<file path="config.mk">
export PLATFORM = sky130hd
export DESIGN_NAME = tvc_window_ctrl
export DESIGN_NICKNAME = d
export VERILOG_FILES = /design/src/tvc_pkg.sv /design/src/tvc_acc_timer.sv /design/src/tvc_window_ctrl.sv
export SDC_FILE = /design/constraint.sdc
export NUM_CORES = 2
export LEC_CHECK = 0
export BUFFER_PORTS_ARGS = -buffer_cell sky130_fd_sc_hd__buf_2
export CORE_ASPECT_RATIO = 0.9
export CORE_UTILIZATION = 45
export DETAILED_ROUTE_END_ITERATION = 12
export SYNTH_ARGS = -nofsm -noshare
export SYNTH_HDL_FRONTEND = slang
export SYNTH_HIERARCHICAL = 1
export SYNTH_SLANG_ARGS = --single-unit
</file>
<file path="constraint.sdc">
create_clock -name mclk -period 31.7 [get_ports mclk]
set_input_delay 1.585 -clock mclk [delete_from_list [all_inputs] [get_ports mclk]]
set_output_delay 1.585 -clock mclk [all_outputs]
set_load 0.01 [all_outputs]
</file>
<file path="src/tvc_pkg.sv">
// Constants and types shared by the tap-changer voltage window controller
package tvc_pkg;
   // Register byte offsets
   localparam logic [7:0] ADDR_CTRL      = 8'h00;
   localparam logic [7:0] ADDR_PULSE_MAX = 8'h04;
   localparam logic [7:0] ADDR_PULSE_GAP = 8'h08;
   localparam logic [7:0] ADDR_STATUS    = 8'h0c;
   localparam logic [7:0] ADDR_GRP_BASE  = 8'h20;
   localparam logic [7:0] ADDR_GRP_STEP  = 8'h20;
   localparam logic [7:0] OFS_TARGET     = 8'h00;
   localparam logic [7:0] OFS_WIN1       = 8'h04;
   localparam logic [7:0] OFS_WIN2       = 8'h08;
   localparam logic [7:0] OFS_TIME1      = 8'h0c;
   localparam logic [7:0] OFS_TIME2      = 8'h10;
   localparam int         NUM_GROUPS     = 2;

   // CTRL fields
   localparam int CTRL_MODE_LSB = 0;
   localparam int CTRL_INV_BIT  = 2;
   localparam int CTRL_GRP_BIT  = 3;
   // STATUS fields, and low-limit LSB of the window registers
   localparam int ST_POS_LSB   = 0;
   localparam int ST_HI1_BIT   = 5;
   localparam int ST_LO1_BIT   = 6;
   localparam int ST_HI2_BIT   = 7;
   localparam int ST_LO2_BIT   = 8;
   localparam int ST_RAISE_BIT = 9;
   localparam int ST_LOWER_BIT = 10;
   localparam int ST_GAP_BIT   = 11;
   localparam int WIN_LO_LSB   = 16;

   // Reset values
   localparam logic [31:0] CTRL_RST      = 32'h0000_0004;
   localparam logic [15:0] PULSE_MAX_RST = 16'h05dc;
   localparam logic [15:0] PULSE_GAP_RST = 16'h03e8;
   localparam logic [15:0] TARGET_RST    = 16'h2710;
   localparam logic [31:0] WIN1_RST      = 32'h0064_0064;
   localparam logic [31:0] WIN2_RST      = 32'h010b_010b;
   localparam logic [19:0] TIME1_RST     = 20'hea60;
   localparam logic [19:0] TIME2_RST     = 20'hea60;

   // Position decoding
   localparam logic [4:0]  BCD_UNIT_MAX  = 5'h09;
   localparam logic [4:0]  BCD_TENS      = 5'h0a;
   localparam logic [4:0]  BIN_HIGH      = 5'h10;
   localparam logic [4:0]  SCALE_POS_MIN = 5'h01;
   localparam logic [4:0]  SCALE_POS_SPAN = 5'h12;
   localparam logic [15:0] RES_FULL_OHMS = 16'h00b4;

   // Percent arithmetic, voltages in 0.01 % of nominal
   localparam logic [15:0] PCT_SCALE     = 16'h0064;
   localparam logic [17:0] HYST_PCT      = 18'h00003;
   localparam logic [17:0] PCT_DEN       = 18'h00064;

   // Time base
   localparam int TICK_US    = 1000;
   localparam int MCLK_MHZ   = 250;
   localparam int TICK_CYCLES = TICK_US * MCLK_MHZ;

   localparam logic [1:0] AXI_OKAY   = 2'b00;
   localparam logic [1:0] AXI_SLVERR = 2'b10;

   typedef enum logic [1:0] {
      POS_BCD = 2'b00, POS_BINARY = 2'b01, POS_RES = 2'b10, POS_DIVOLT = 2'b11
   } tvc_pos_mode_t;

   typedef enum logic [1:0] {
      PS_IDLE = 2'b00, PS_PULSE = 2'b01, PS_GAP = 2'b11
   } tvc_pulse_state_t;
endpackage

</file>
<file path="src/tvc_acc_timer.sv">
// Accumulating operate timer, definite or inverse by step size
`timescale 1ns/100ps
module tvc_acc_timer (
   input  wire logic        mclk,
   input  wire logic        reset,
   input  wire logic        run,
   input  wire logic        clear,
   input  wire logic        tick,
   input  wire logic [15:0] step,
   input  wire logic [31:0] limit,
   output logic             expired
);
   logic [31:0] acc_q;
   logic [31:0] acc_d;

   always_comb begin
      acc_d = acc_q;
      if (clear || !run) begin
         acc_d = '0;
      end else if (tick && !expired) begin
         acc_d = acc_q + {16'h0000, step};
      end
   end

   always_ff @(posedge mclk or posedge reset) begin
      if (reset) begin
         acc_q <= '0;
      end else begin
         acc_q <= acc_d;
      end
   end

   // Level stays up until cleared or run drops so a busy pulse stage can defer it
   always_ff @(posedge mclk or posedge reset) begin
      if (reset) begin
         expired <= 1'b0;
      end else begin
         expired <= run && !clear && (acc_d >= limit);
      end
   end
endmodule // tvc_acc_timer

</file>
<file path="src/tvc_window_ctrl.sv">
// Tap position decoding, two-window voltage regulation and AXI4-Lite registers
// Functional notes
// - BCD mode: low four inputs are units 0..9, fifth input adds ten.
// - BCD decoder takes five inputs and gives positions zero to nineteen.
// - Binary and BCD are separate modes; binary low nibble reaches fifteen.
// - Resistance 0..180 ohms maps linearly onto positions 1..19.
// - Digital input voltage may be the scaled source, handled alike.
// - Every window limit is an offset from the target voltage.
// - First-window timer starts once voltage leaves either limit.
// - Staying outside for the whole definite time gives one tap command.
// - Returning inside the window clears the running operate time.
// - Window pick-ups release with 3 % hysteresis.
// - Second window timing is selectable inverse or definite.
// - Inverse time is set delay divided by deviation in percent.
// - Target and window settings follow the active setting group immediately.
// - After a pulse, new pulses are blocked for the minimum gap.
// - Pulse ends on position change or at maximum control time.
`timescale 1ns/100ps
module tvc_window_ctrl #(
   parameter int          TICK_CYC   = tvc_pkg::TICK_CYCLES,
   parameter logic [15:0] DIVOLT_FULL = 16'h03e8
) (
   input  wire logic        mclk,
   input  wire logic        reset,
   input  wire logic [7:0]  s_axi_awaddr,
   input  wire logic        s_axi_awvalid,
   output logic             s_axi_awready,
   input  wire logic [31:0] s_axi_wdata,
   input  wire logic [3:0]  s_axi_wstrb,
   input  wire logic        s_axi_wvalid,
   output logic             s_axi_wready,
   output logic [1:0]       s_axi_bresp,
   output logic             s_axi_bvalid,
   input  wire logic        s_axi_bready,
   input  wire logic [7:0]  s_axi_araddr,
   input  wire logic        s_axi_arvalid,
   output logic             s_axi_arready,
   output logic [31:0]      s_axi_rdata,
   output logic [1:0]       s_axi_rresp,
   output logic             s_axi_rvalid,
   input  wire logic        s_axi_rready,
   input  wire logic [4:0]  tapCodeIn,
   input  wire logic [15:0] tapResOhms,
   input  wire logic [15:0] tapDiVolt,
   input  wire logic [15:0] voltMeas,
   output logic             raiseCmd_q,
   output logic             lowerCmd_q,
   output logic [4:0]       tapPos_q
);
   import tvc_pkg::*;

   logic [31:0]      ctrl_q;
   logic [15:0]      pulseMax_q;
   logic [15:0]      pulseGap_q;
   logic [15:0]      target_q [NUM_GROUPS];
   logic [31:0]      win1_q   [NUM_GROUPS];
   logic [31:0]      win2_q   [NUM_GROUPS];
   logic [19:0]      time1_q  [NUM_GROUPS];
   logic [19:0]      time2_q  [NUM_GROUPS];
   logic [7:0]       awAddr_q;
   logic [31:0]      wData_q;
   logic [3:0]       wStrb_q;
   logic [4:0]       tapS1_q, tapS2_q, tapS3_q, tapStable_q;
   logic [4:0]       posPrev_q;
   logic             hi1_q, lo1_q, hi2_q, lo2_q;
   logic [17:0]      tickCnt_q;
   logic             tick_q;
   logic [15:0]      pulseCnt_q;
   tvc_pulse_state_t pState_q;

   logic             grp;
   logic [15:0]      tgt, up1, dn1, up2, dn2;
   logic signed [17:0] dev;
   logic [15:0]      absDev;
   logic             exp1, exp2, fire;
   logic [4:0]       posD;
   logic [31:0]      rdData;
   logic             rdOk, wrOk, wrDo;
   logic [7:0]       grpOfs;
   logic             grpIdx;
   logic [31:0]      wmask;

   // active group picks target, window and time settings live
   assign grp = ctrl_q[CTRL_GRP_BIT];
   // window limits are offsets around the target
   assign tgt = target_q[grp];
   assign up1 = win1_q[grp][15:0];
   assign dn1 = win1_q[grp][31:16];
   assign up2 = win2_q[grp][15:0];
   assign dn2 = win2_q[grp][31:16];
   assign dev = $signed({2'b00, voltMeas}) - $signed({2'b00, tgt});
   assign absDev = dev[17] ? 16'(-dev) : dev[15:0];

   function automatic logic [15:0] relLvl(input logic [15:0] off);
      logic [17:0] h;
      h = ({2'b00, off} * HYST_PCT) / PCT_DEN;
      relLvl = off - h[15:0];
   endfunction

   function automatic logic [4:0] scalePos(input logic [15:0] raw, input logic [15:0] full);
      logic [31:0] p;
      logic [15:0] r;
      r = (raw > full) ? full : raw;
      p = ({16'h0000, r} * {27'd0, SCALE_POS_SPAN} + {17'd0, full[15:1]}) / {16'h0000, full};
      scalePos = SCALE_POS_MIN + p[4:0];
   endfunction

   // Tap code pins: three stages, accept when stages two and three agree
   always_ff @(posedge mclk or posedge reset) begin
      if (reset) begin
         tapS1_q <= '0;
         tapS2_q <= '0;
         tapS3_q <= '0;
         tapStable_q <= '0;
      end else begin
         tapS1_q <= tapCodeIn;
         tapS2_q <= tapS1_q;
         tapS3_q <= tapS2_q;
         if (tapS2_q == tapS3_q) begin
            tapStable_q <= tapS3_q;
         end
      end
   end

   always_comb begin
      posD = '0;
      case (tvc_pos_mode_t'(ctrl_q[CTRL_MODE_LSB +: 2]))
         // decimal units clamp at nine, fifth input worth ten
         POS_BCD: begin
            posD = ({1'b0, tapStable_q[3:0]} > BCD_UNIT_MAX) ? BCD_UNIT_MAX
                   : {1'b0, tapStable_q[3:0]};
            if (tapStable_q[4]) begin
               posD = posD + BCD_TENS;
            end
         end
         POS_BINARY: posD = {1'b0, tapStable_q[3:0]} + (tapStable_q[4] ? BIN_HIGH : 5'h00);
         POS_RES:    posD = scalePos(tapResOhms, RES_FULL_OHMS);
         // input voltage scaled the same way
         POS_DIVOLT: posD = scalePos(tapDiVolt, DIVOLT_FULL);
         default:    posD = '0;
      endcase
   end

   always_ff @(posedge mclk or posedge reset) begin
      if (reset) begin
         tapPos_q <= '0;
         posPrev_q <= '0;
      end else begin
         tapPos_q <= posD;
         posPrev_q <= tapPos_q;
      end
   end

   // Time base tick
   always_ff @(posedge mclk or posedge reset) begin
      if (reset) begin
         tickCnt_q <= '0;
         tick_q <= 1'b0;
      end else begin
         tick_q <= (tickCnt_q == 18'(TICK_CYC - 1));
         tickCnt_q <= (tickCnt_q == 18'(TICK_CYC - 1)) ? '0 : tickCnt_q + 18'h00001;
      end
   end

   // pick-up flags with 3 % release hysteresis
   always_ff @(posedge mclk or posedge reset) begin
      if (reset) begin
         hi1_q <= 1'b0;
         lo1_q <= 1'b0;
         hi2_q <= 1'b0;
         lo2_q <= 1'b0;
      end else begin
         hi1_q <= hi1_q ? (dev >= $signed({2'b00, relLvl(up1)})) : (dev > $signed({2'b00, up1}));
         lo1_q <= lo1_q ? (dev <= -$signed({2'b00, relLvl(dn1)}))
                        : (dev < -$signed({2'b00, dn1}));
         hi2_q <= hi2_q ? (dev >= $signed({2'b00, relLvl(up2)})) : (dev > $signed({2'b00, up2}));
         lo2_q <= lo2_q ? (dev <= -$signed({2'b00, relLvl(dn2)}))
                        : (dev < -$signed({2'b00, dn2}));
      end
   end

   // either expiry fires once idle, restarting both timers
   assign fire = (exp1 || exp2) && (pState_q == PS_IDLE);

   // first window definite time, cleared once back inside
   tvc_acc_timer u_timer1 (
      .mclk    (mclk),
      .reset   (reset),
      .run     (hi1_q || lo1_q),
      .clear   (fire),
      .tick    (tick_q),
      .step    (PCT_SCALE),
      .limit   ({12'h000, time1_q[grp]} * {16'h0000, PCT_SCALE}),
      .expired (exp1)
   );

   // inverse steps by deviation, reaching delay/dev%
   tvc_acc_timer u_timer2 (
      .mclk    (mclk),
      .reset   (reset),
      .run     (hi2_q || lo2_q),
      .clear   (fire),
      .tick    (tick_q),
      .step    (ctrl_q[CTRL_INV_BIT] ? absDev : PCT_SCALE),
      .limit   ({12'h000, time2_q[grp]} * {16'h0000, PCT_SCALE}),
      .expired (exp2)
   );

   // Control pulse sequencer
   always_ff @(posedge mclk or posedge reset) begin
      if (reset) begin
         pState_q <= PS_IDLE;
         pulseCnt_q <= '0;
         raiseCmd_q <= 1'b0;
         lowerCmd_q <= 1'b0;
      end else begin
         case (pState_q)
            PS_IDLE: begin
               pulseCnt_q <= '0;
               if (fire) begin
                  pState_q <= PS_PULSE;
                  // direction from the side that picked up
                  lowerCmd_q <= hi1_q || hi2_q;
                  raiseCmd_q <= !(hi1_q || hi2_q);
               end
            end
            PS_PULSE: begin
               if (tick_q) begin
                  pulseCnt_q <= pulseCnt_q + 16'h0001;
               end
               // end on position change or maximum time
               if ((tapPos_q != posPrev_q) || (tick_q && pulseCnt_q + 16'h0001 >= pulseMax_q)) begin
                  pState_q <= PS_GAP;
                  pulseCnt_q <= '0;
                  raiseCmd_q <= 1'b0;
                  lowerCmd_q <= 1'b0;
               end
            end
            PS_GAP: begin
               // hold off new pulses for the minimum gap
               if (tick_q) begin
                  pulseCnt_q <= pulseCnt_q + 16'h0001;
               end
               if (pulseCnt_q >= pulseGap_q) begin
                  pState_q <= PS_IDLE;
               end
            end
            default: begin
               pState_q <= PS_IDLE;
               raiseCmd_q <= 1'b0;
               lowerCmd_q <= 1'b0;
            end
         endcase
      end
   end

   // Register address decode
   assign grpOfs = (awAddr_q - ADDR_GRP_BASE) & (ADDR_GRP_STEP - 8'h01);
   assign grpIdx = awAddr_q >= (ADDR_GRP_BASE + ADDR_GRP_STEP);
   assign wrDo = !s_axi_awready && !s_axi_wready && !s_axi_bvalid;
   assign wrOk = (awAddr_q == ADDR_CTRL) || (awAddr_q == ADDR_PULSE_MAX)
              || (awAddr_q == ADDR_PULSE_GAP)
              || ((awAddr_q >= ADDR_GRP_BASE) && (awAddr_q < ADDR_GRP_BASE + 8'h40)
                  && (grpOfs <= OFS_TIME2) && (awAddr_q[1:0] == 2'b00));
   assign wmask = {{8{wStrb_q[3]}}, {8{wStrb_q[2]}}, {8{wStrb_q[1]}}, {8{wStrb_q[0]}}};

   always_ff @(posedge mclk or posedge reset) begin
      if (reset) begin
         ctrl_q <= CTRL_RST;
         pulseMax_q <= PULSE_MAX_RST;
         pulseGap_q <= PULSE_GAP_RST;
         for (int g = 0; g < NUM_GROUPS; g++) begin
            target_q[g] <= TARGET_RST;
            win1_q[g] <= WIN1_RST;
            win2_q[g] <= WIN2_RST;
            time1_q[g] <= TIME1_RST;
            time2_q[g] <= TIME2_RST;
         end
      end else if (wrDo && wrOk) begin
         if (awAddr_q == ADDR_CTRL) begin
            ctrl_q <= ((ctrl_q & ~wmask) | (wData_q & wmask)) & 32'h0000_000f;
         end else if (awAddr_q == ADDR_PULSE_MAX) begin
            pulseMax_q <= (pulseMax_q & ~wmask[15:0]) | (wData_q[15:0] & wmask[15:0]);
         end else if (awAddr_q == ADDR_PULSE_GAP) begin
            pulseGap_q <= (pulseGap_q & ~wmask[15:0]) | (wData_q[15:0] & wmask[15:0]);
         end else begin
            case (grpOfs)
               OFS_TARGET: target_q[grpIdx] <= (target_q[grpIdx] & ~wmask[15:0])
                                               | (wData_q[15:0] & wmask[15:0]);
               OFS_WIN1:   win1_q[grpIdx] <= (win1_q[grpIdx] & ~wmask) | (wData_q & wmask);
               OFS_WIN2:   win2_q[grpIdx] <= (win2_q[grpIdx] & ~wmask) | (wData_q & wmask);
               OFS_TIME1:  time1_q[grpIdx] <= (time1_q[grpIdx] & ~wmask[19:0])
                                              | (wData_q[19:0] & wmask[19:0]);
               OFS_TIME2:  time2_q[grpIdx] <= (time2_q[grpIdx] & ~wmask[19:0])
                                              | (wData_q[19:0] & wmask[19:0]);
               default: ;
            endcase
         end
      end
   end

   // Write channels accepted in either order, response after both
   always_ff @(posedge mclk or posedge reset) begin
      if (reset) begin
         s_axi_awready <= 1'b1;
         s_axi_wready <= 1'b1;
         s_axi_bvalid <= 1'b0;
         s_axi_bresp <= AXI_OKAY;
         awAddr_q <= '0;
         wData_q <= '0;
         wStrb_q <= '0;
      end else begin
         if (s_axi_awvalid && s_axi_awready) begin
            s_axi_awready <= 1'b0;
            awAddr_q <= s_axi_awaddr;
         end
         if (s_axi_wvalid && s_axi_wready) begin
            s_axi_wready <= 1'b0;
            wData_q <= s_axi_wdata;
            wStrb_q <= s_axi_wstrb;
         end
         if (wrDo) begin
            s_axi_bvalid <= 1'b1;
            s_axi_bresp <= wrOk ? AXI_OKAY : AXI_SLVERR;
         end
         if (s_axi_bvalid && s_axi_bready) begin
            s_axi_bvalid <= 1'b0;
            s_axi_awready <= 1'b1;
            s_axi_wready <= 1'b1;
         end
      end
   end

   // Read mux
   always_comb begin
      logic [7:0] ro;
      logic       ri;
      ro = (s_axi_araddr - ADDR_GRP_BASE) & (ADDR_GRP_STEP - 8'h01);
      ri = s_axi_araddr >= (ADDR_GRP_BASE + ADDR_GRP_STEP);
      rdData = '0;
      rdOk = 1'b1;
      if (s_axi_araddr == ADDR_CTRL) begin
         rdData = ctrl_q;
      end else if (s_axi_araddr == ADDR_PULSE_MAX) begin
         rdData = {16'h0000, pulseMax_q};
      end else if (s_axi_araddr == ADDR_PULSE_GAP) begin
         rdData = {16'h0000, pulseGap_q};
      end else if (s_axi_araddr == ADDR_STATUS) begin
         rdData[ST_POS_LSB +: 5] = tapPos_q;
         rdData[ST_HI1_BIT] = hi1_q;
         rdData[ST_LO1_BIT] = lo1_q;
         rdData[ST_HI2_BIT] = hi2_q;
         rdData[ST_LO2_BIT] = lo2_q;
         rdData[ST_RAISE_BIT] = raiseCmd_q;
         rdData[ST_LOWER_BIT] = lowerCmd_q;
         rdData[ST_GAP_BIT] = (pState_q == PS_GAP);
      end else if ((s_axi_araddr >= ADDR_GRP_BASE) && (s_axi_araddr < ADDR_GRP_BASE + 8'h40)
                   && (s_axi_araddr[1:0] == 2'b00)) begin
         case (ro)
            OFS_TARGET: rdData = {16'h0000, target_q[ri]};
            OFS_WIN1:   rdData = win1_q[ri];
            OFS_WIN2:   rdData = win2_q[ri];
            OFS_TIME1:  rdData = {12'h000, time1_q[ri]};
            OFS_TIME2:  rdData = {12'h000, time2_q[ri]};
            default:    rdOk = 1'b0;
         endcase
      end else begin
         rdOk = 1'b0;
      end
   end

   always_ff @(posedge mclk or posedge reset) begin
      if (reset) begin
         s_axi_arready <= 1'b1;
         s_axi_rvalid <= 1'b0;
         s_axi_rdata <= '0;
         s_axi_rresp <= AXI_OKAY;
      end else begin
         if (s_axi_arvalid && s_axi_arready) begin
            s_axi_arready <= 1'b0;
            s_axi_rvalid <= 1'b1;
            s_axi_rdata <= rdData;
            s_axi_rresp <= rdOk ? AXI_OKAY : AXI_SLVERR;
         end else if (s_axi_rvalid && s_axi_rready) begin
            s_axi_rvalid <= 1'b0;
            s_axi_arready <= 1'b1;
         end
      end
   end
endmodule // tvc_window_ctrl

</file>
# After elaboration in Yosys (flattened, before gate mapping)
# Cells that the tools add are included.
[word_totals]
register_bits = 500
inputBits = 112
output_inout_bits = 48
word_cells = 334
[op_classes]
add_sub_neg = 22
multipliers = 8
div = 6
magnitude_cmp = 26
eq_ne = 24
mux = 110
bitwise = 29
n_reduce_logical = 65
[op_table]
columns = ["op", "count"]
rows = [
  ["two-way mux 32 bit", 27],
  ["two-way mux 20 bit", 20],
  ["two-way mux 16 bit", 16],
  ["one-hot mux 32 bit (5 select lines)", 1],
  ["bitwise mux 64 bit", 2],
  ["AND 32 bit", 3],
  ["bitwise mux 40 bit", 2],
  ["divider 18 x 7 -> 18 bit, second input constant", 4],
  ["multiplier 16 x 2 -> 18 bit, second input constant", 4],
  ["negator 16 -> 18 bit", 4],
  ["AND 16 bit", 4],
  [">= comparator 32 x 27 -> 1 bit", 2],
  ["bitwise OR 32 bit", 2],
  ["subtractor 16 bit", 4],
  ["AND 20 bit", 3],
  ["multiplier 20 x 5 -> 25 bit, second input constant", 2],
  ["bitwise OR 16 bit", 3],
  ["one-hot mux 16 bit (3 select lines)", 1],
  ["multiplier 16 x 4 -> 20 bit, second input constant", 2],
  ["bitwise OR 20 bit", 2],
  ["less-or-equal comparator 17 x 18 -> 1 bit", 2],
  ["less-than comparator 17 x 18 -> 1 bit", 2],
  [">= comparator 17 bit", 2],
  ["> comparator 17 bit", 2],
  ["other kinds (68)", 174],
]

# Longest topological paths before layout
[depth]
depth_word = 13
ltp_mapped = 84
depth_no_buf = 76

# By module
# The synthesis kept the hierarchy.
[modules_own_cells]
columns = ["mod", "n_inst", "cells_each", "area_each_um2", "seq_area_each_um2"]
rows = [
  ["tvc_window_ctrl", 1, 6468, 53284.9, 10914.2],
  ["tvc_acc_timer", 2, 396, 3205.6, 825.8],
]

# Worst setup path before layout
# OpenSTA, ideal clock, no wires.
[synth_timing]
path_type = "register to register"
start = "reg (tool-made name)"
end = "reg lo1_q"
setup_time_ns = 0.077
arrival_ns = 18.808
t_required_ns = 31.623
path_slack_ns = 12.814
path_stages_with_launch = 72
n_path_buf = 7
synth_period_minus_slack_ns = 18.886
path_cell_list = "dfrtp_1 clkbuf_1 buf_1 clkbuf_1 buf_1 buf_1 mux2i_1 inv_1 ha_1 a21o_1 a21oi_1 o21ai_0 a21oi_1 o21ai_0 a21oi_1 o21ai_0 a2111oi_0 nor3_1 (+36 left out) or3_1 ha_1 fa_1 o21ai_0 a21oi_1 xnor2_1 or3_1 or3_1 or3_1 or3_1 or4_1 xnor2_1 ha_1 and4_1 a221o_1 nor3_1 a221oi_1 a21oi_1"
[synth_rtl]
columns = ["element", "line_no", "source"]
rows = [
  ["end signal: assignment", "tvc_window_ctrl.sv:174", "lo1_q <= lo1_q ? (dev <= -$signed({2'b00, relLvl(dn1)}))"],
  ["end: declaration", "tvc_window_ctrl.sv:65", "logic hi1_q, lo1_q, hi2_q, lo2_q;"],
]

==> flow_metrics.py <==
metrics = {
    "die": {
        "core_area_um2": 131000,
        "rows": 126,
        "boundaryPins": 160,
        "die_h_um": 348,
        "start_util_pct": 45.5,
        "die_w_um": 386,
        "die-area_um2": 134000,
    },
    "finish": {
        "layout_commonest_cell": "ha_1",
        "layout_common_cells": "ha_1 (613), nand2_1 (605), inv_1 (540)",
        "area_growth_pct": 7.79,
        "fin_nets": 8138,
        "fillCellCount": 12800,
        "drive_gt1_share_pct": 13.0,
    },
    "clock_network": {
        "cts.repair.resized": 0,
        "clock_path_buffers": 3,
        "cts_tree": "built",
        "h-tree-depth": 2,
        "clockRootBuffer": "clkbuf_16",
        "insertion_delay_ns": 0.66,
        "cts_setup_buffers": 0,
        "clock_sinks": 498,
        "clk_transition_reported_paths_ns": 0.07,
        "cts_hold_buf": 0,
        "cts_made_buffers": 54,
    },
    "setup_path": {
        "cp_slowest_stage_delay_ns": 0.84,
        "critPathArrivalTime_ns": 20.53,
        "slowest_stage": "dfrtp_4",
        "cpLargestDelayFamily": "compound AO/OA/AOI/OAI gates",
        "criticalPathCategory": "reg2reg",
        "critPathMaxFanout": 35,
        "r2r_slack_ns": 11.75,
        "ff2ff_path_depth": 67,
        "cp.depth": 67,
        "crit_end": "lo1_q$_DFF_PP0_",
        "path_common_cell": "o21ai_0",
        "crit_buf_inv": 2,
        "critPathLaunchType": "flop",
        "required_ns": 32.28,
        "endpoint_kind": "flop",
        "reg2reg_to": "lo1_q$_DFF_PP0_",
    },
    "logic_synthesis": {
        "synth_top_area_cell": "dfrtp_1",
        "synth_top_cell_area_share_pct": 17.4,
        "async_flop_share_pct": 100,
        "synth_area_leaders": "dfrtp_1 (17%), ha_1 (13%), mux2_2 (6.4%)",
        "ys_seq_area_share_pct": 21.0,
        "synth_flop_cell": "dfrtp_1",
        "synth_edf_count": 0,
        "synth_warnings": 6,
        "syn_avg_cell_area_um2": 8.22,
        "synth_area_um2": 59700,
        "syn_inst": 7260,
        "synth_seq_cells": 498,
        "synth_cell_types": 142,
    },
    "sta": {
        "layout_min_cycle_time_ns": 19.95,
        "worstMarginPinSlew_ns": 1.42,
        "hold_viol": 0,
        "period_share_pct": 62.9,
        "relSlewSlack_pct": 5.23,
        "rsz0062_at_grt": "false",
        "drv_slew": 0,
        "setup_ws_ns": 11.75,
        "fin_tns_setup_ns": 0,
        "fmax_ghz": 0.0501,
        "setup_violations": 0,
        "clock_skew_ns": 0.0389,
    },
    "global_route": {
        "grt_overflow": 0,
        "grt_max_degree": 183,
        "grt_use_total_pct": 27.0,
        "first_global_vias": 51700,
        "grt_first_pass_wirelength_um": 293000,
        "antenna_found_initial": 10,
    },
    "drt": {
        "drt_iter0_drc": 4980,
        "routed_wl_um": 187000,
        "routedWlPerCell_um": 20.4,
        "dr.pass1.iters": 7,
        "vias": 55500,
        "viasPerCell": 6.07,
        "ant_nets": 0,
        "drc": 0,
    },
    "hold_path": {
        "worstHoldPathType": "reg2reg",
    },
    "run": {
        "maxCapViolations": 0,
    },
    "placed_design": {
        "pre_cts_slack_ns": 12.05,
        "hpwl_um": 146000,
        "gp_congestion": 0.934,
        "port_buffers": 157,
    },
    "run_status": {
        "status": "completed",
    },
}
-- sequential cells by signal, indices dropped and copies added (netlist names), 32 cells and up, named ones only --
register / flops
win1_q: 64
win2_q: 64
time1_q: 40
time2_q: 40
s_axi_rdata: 32
target_q: 32
u_timer1/acc_q: 32
u_timer2/acc_q: 32
wData_q: 32
-- per-stage QoR --
step | std cells | cell area, µm² | utilization, % | hold slack (ns)
2_1_floorplan | 7314 | 59900 | - | 0.331
3_3_place_gp | 9042 | 62500 | 47.6 | 0.333
3_5_place_dp | 9042 | 62500 | 47.6 | 0.335
4_1_cts | 9144 | 64300 | 49.0 | 0.343
5_1_grt | 9144 | 64300 | 49.0 | 0.353
6_report | 9146 | 64300 | 49.0 | 0.341
-- metal layers --
metal / share of wire, % / track usage, % / vias up
li1: - / - / 26900
met1: 49 / 40.8 / 26700
met2: 42 / 40.1 / 1784
met3: 7.5 / 4.20 / 179
met4: 1.9 / 5.28 / 2
met5: 0.010 / 0 / -
-- synthesized netlist by cell type, types with 45 or more instances --
library cell	instances
a21oi_1	497
nor2_1	504
o21bai_1	71
dfrtp_1	415
o211ai_1	69
nand3_1	194
mux2i_1	149
xnor2_1	374
nor4_1	45
a211oi_1	68
ha_1	613
nand2b_1	106
a21o_1	123
inv_1	541
clkbuf_1	173
and2_1	76
o31ai_1	54
a221oi_1	62
or3_1	58
a22oi_1	46
and3_1	70
or2_2	57
dfstp_2	83
nand4_1	66
o21ai_0	411
xor2_1	139
o21a_1	65
nor3_1	176
nor2b_1	84
a31oi_1	72
mux2_2	339
nand2_1	607
-- how the worst min path moves through the flow --
stage,from,endpoint,slack [ns],cells after the start
2_1_floorplan,tapS1_q[0]$_DFF_PP0_,tapS2_q[0]$_DFF_PP0_,0.33,0
3_3_place_gp,tapS1_q[3]$_DFF_PP0_,tapS2_q[3]$_DFF_PP0_,0.33,0
3_5_place_dp,tapS1_q[2]$_DFF_PP0_,tapS2_q[2]$_DFF_PP0_,0.33,0
4_1_cts,tapS1_q[4]$_DFF_PP0_,tapS2_q[4]$_DFF_PP0_,0.34,0
5_1_grt,tapS1_q[2]$_DFF_PP0_,tapS2_q[2]$_DFF_PP0_,0.35,0
6_report,tapS1_q[4]$_DFF_PP0_,tapS2_q[4]$_DFF_PP0_,0.34,0
-- cells by family (layout without fill, tap and decap cells) --
logic type	Yosys count	count (layout)	share of synthesized area (%)
flip-flops	498	498	21.0
AND/OR/NAND/NOR	2182	2182	18.0
AO/OA/AOI/OAI	2116	2116	24.5
adder cells (fa/ha/maj)	674	674	14.6
XOR/XNOR	524	524	7.87
other	2	58	0.0126
buffers and inverters	772	874	5.01
multiplexers	492	492	8.99
-- cell type report --
type | count | area, µm² | area share (%)
multi-input combinational | 6044 | 44400 | 69.0
tap | 1728 | 2160 | 3.36
antenna | 2 | 5.00 | 0.00778
clock buffer | 75 | 1530 | 2.38
inverter | 541 | 2040 | 3.17
timing repair buffer | 231 | 1370 | 2.12
sequential | 498 | 12600 | 19.5
clock inverter | 27 | 284 | 0.441
Power is left out: the tool's default activity adds up to more than one toggle a clock period on the data nets, which glitch-free logic cannot reach.
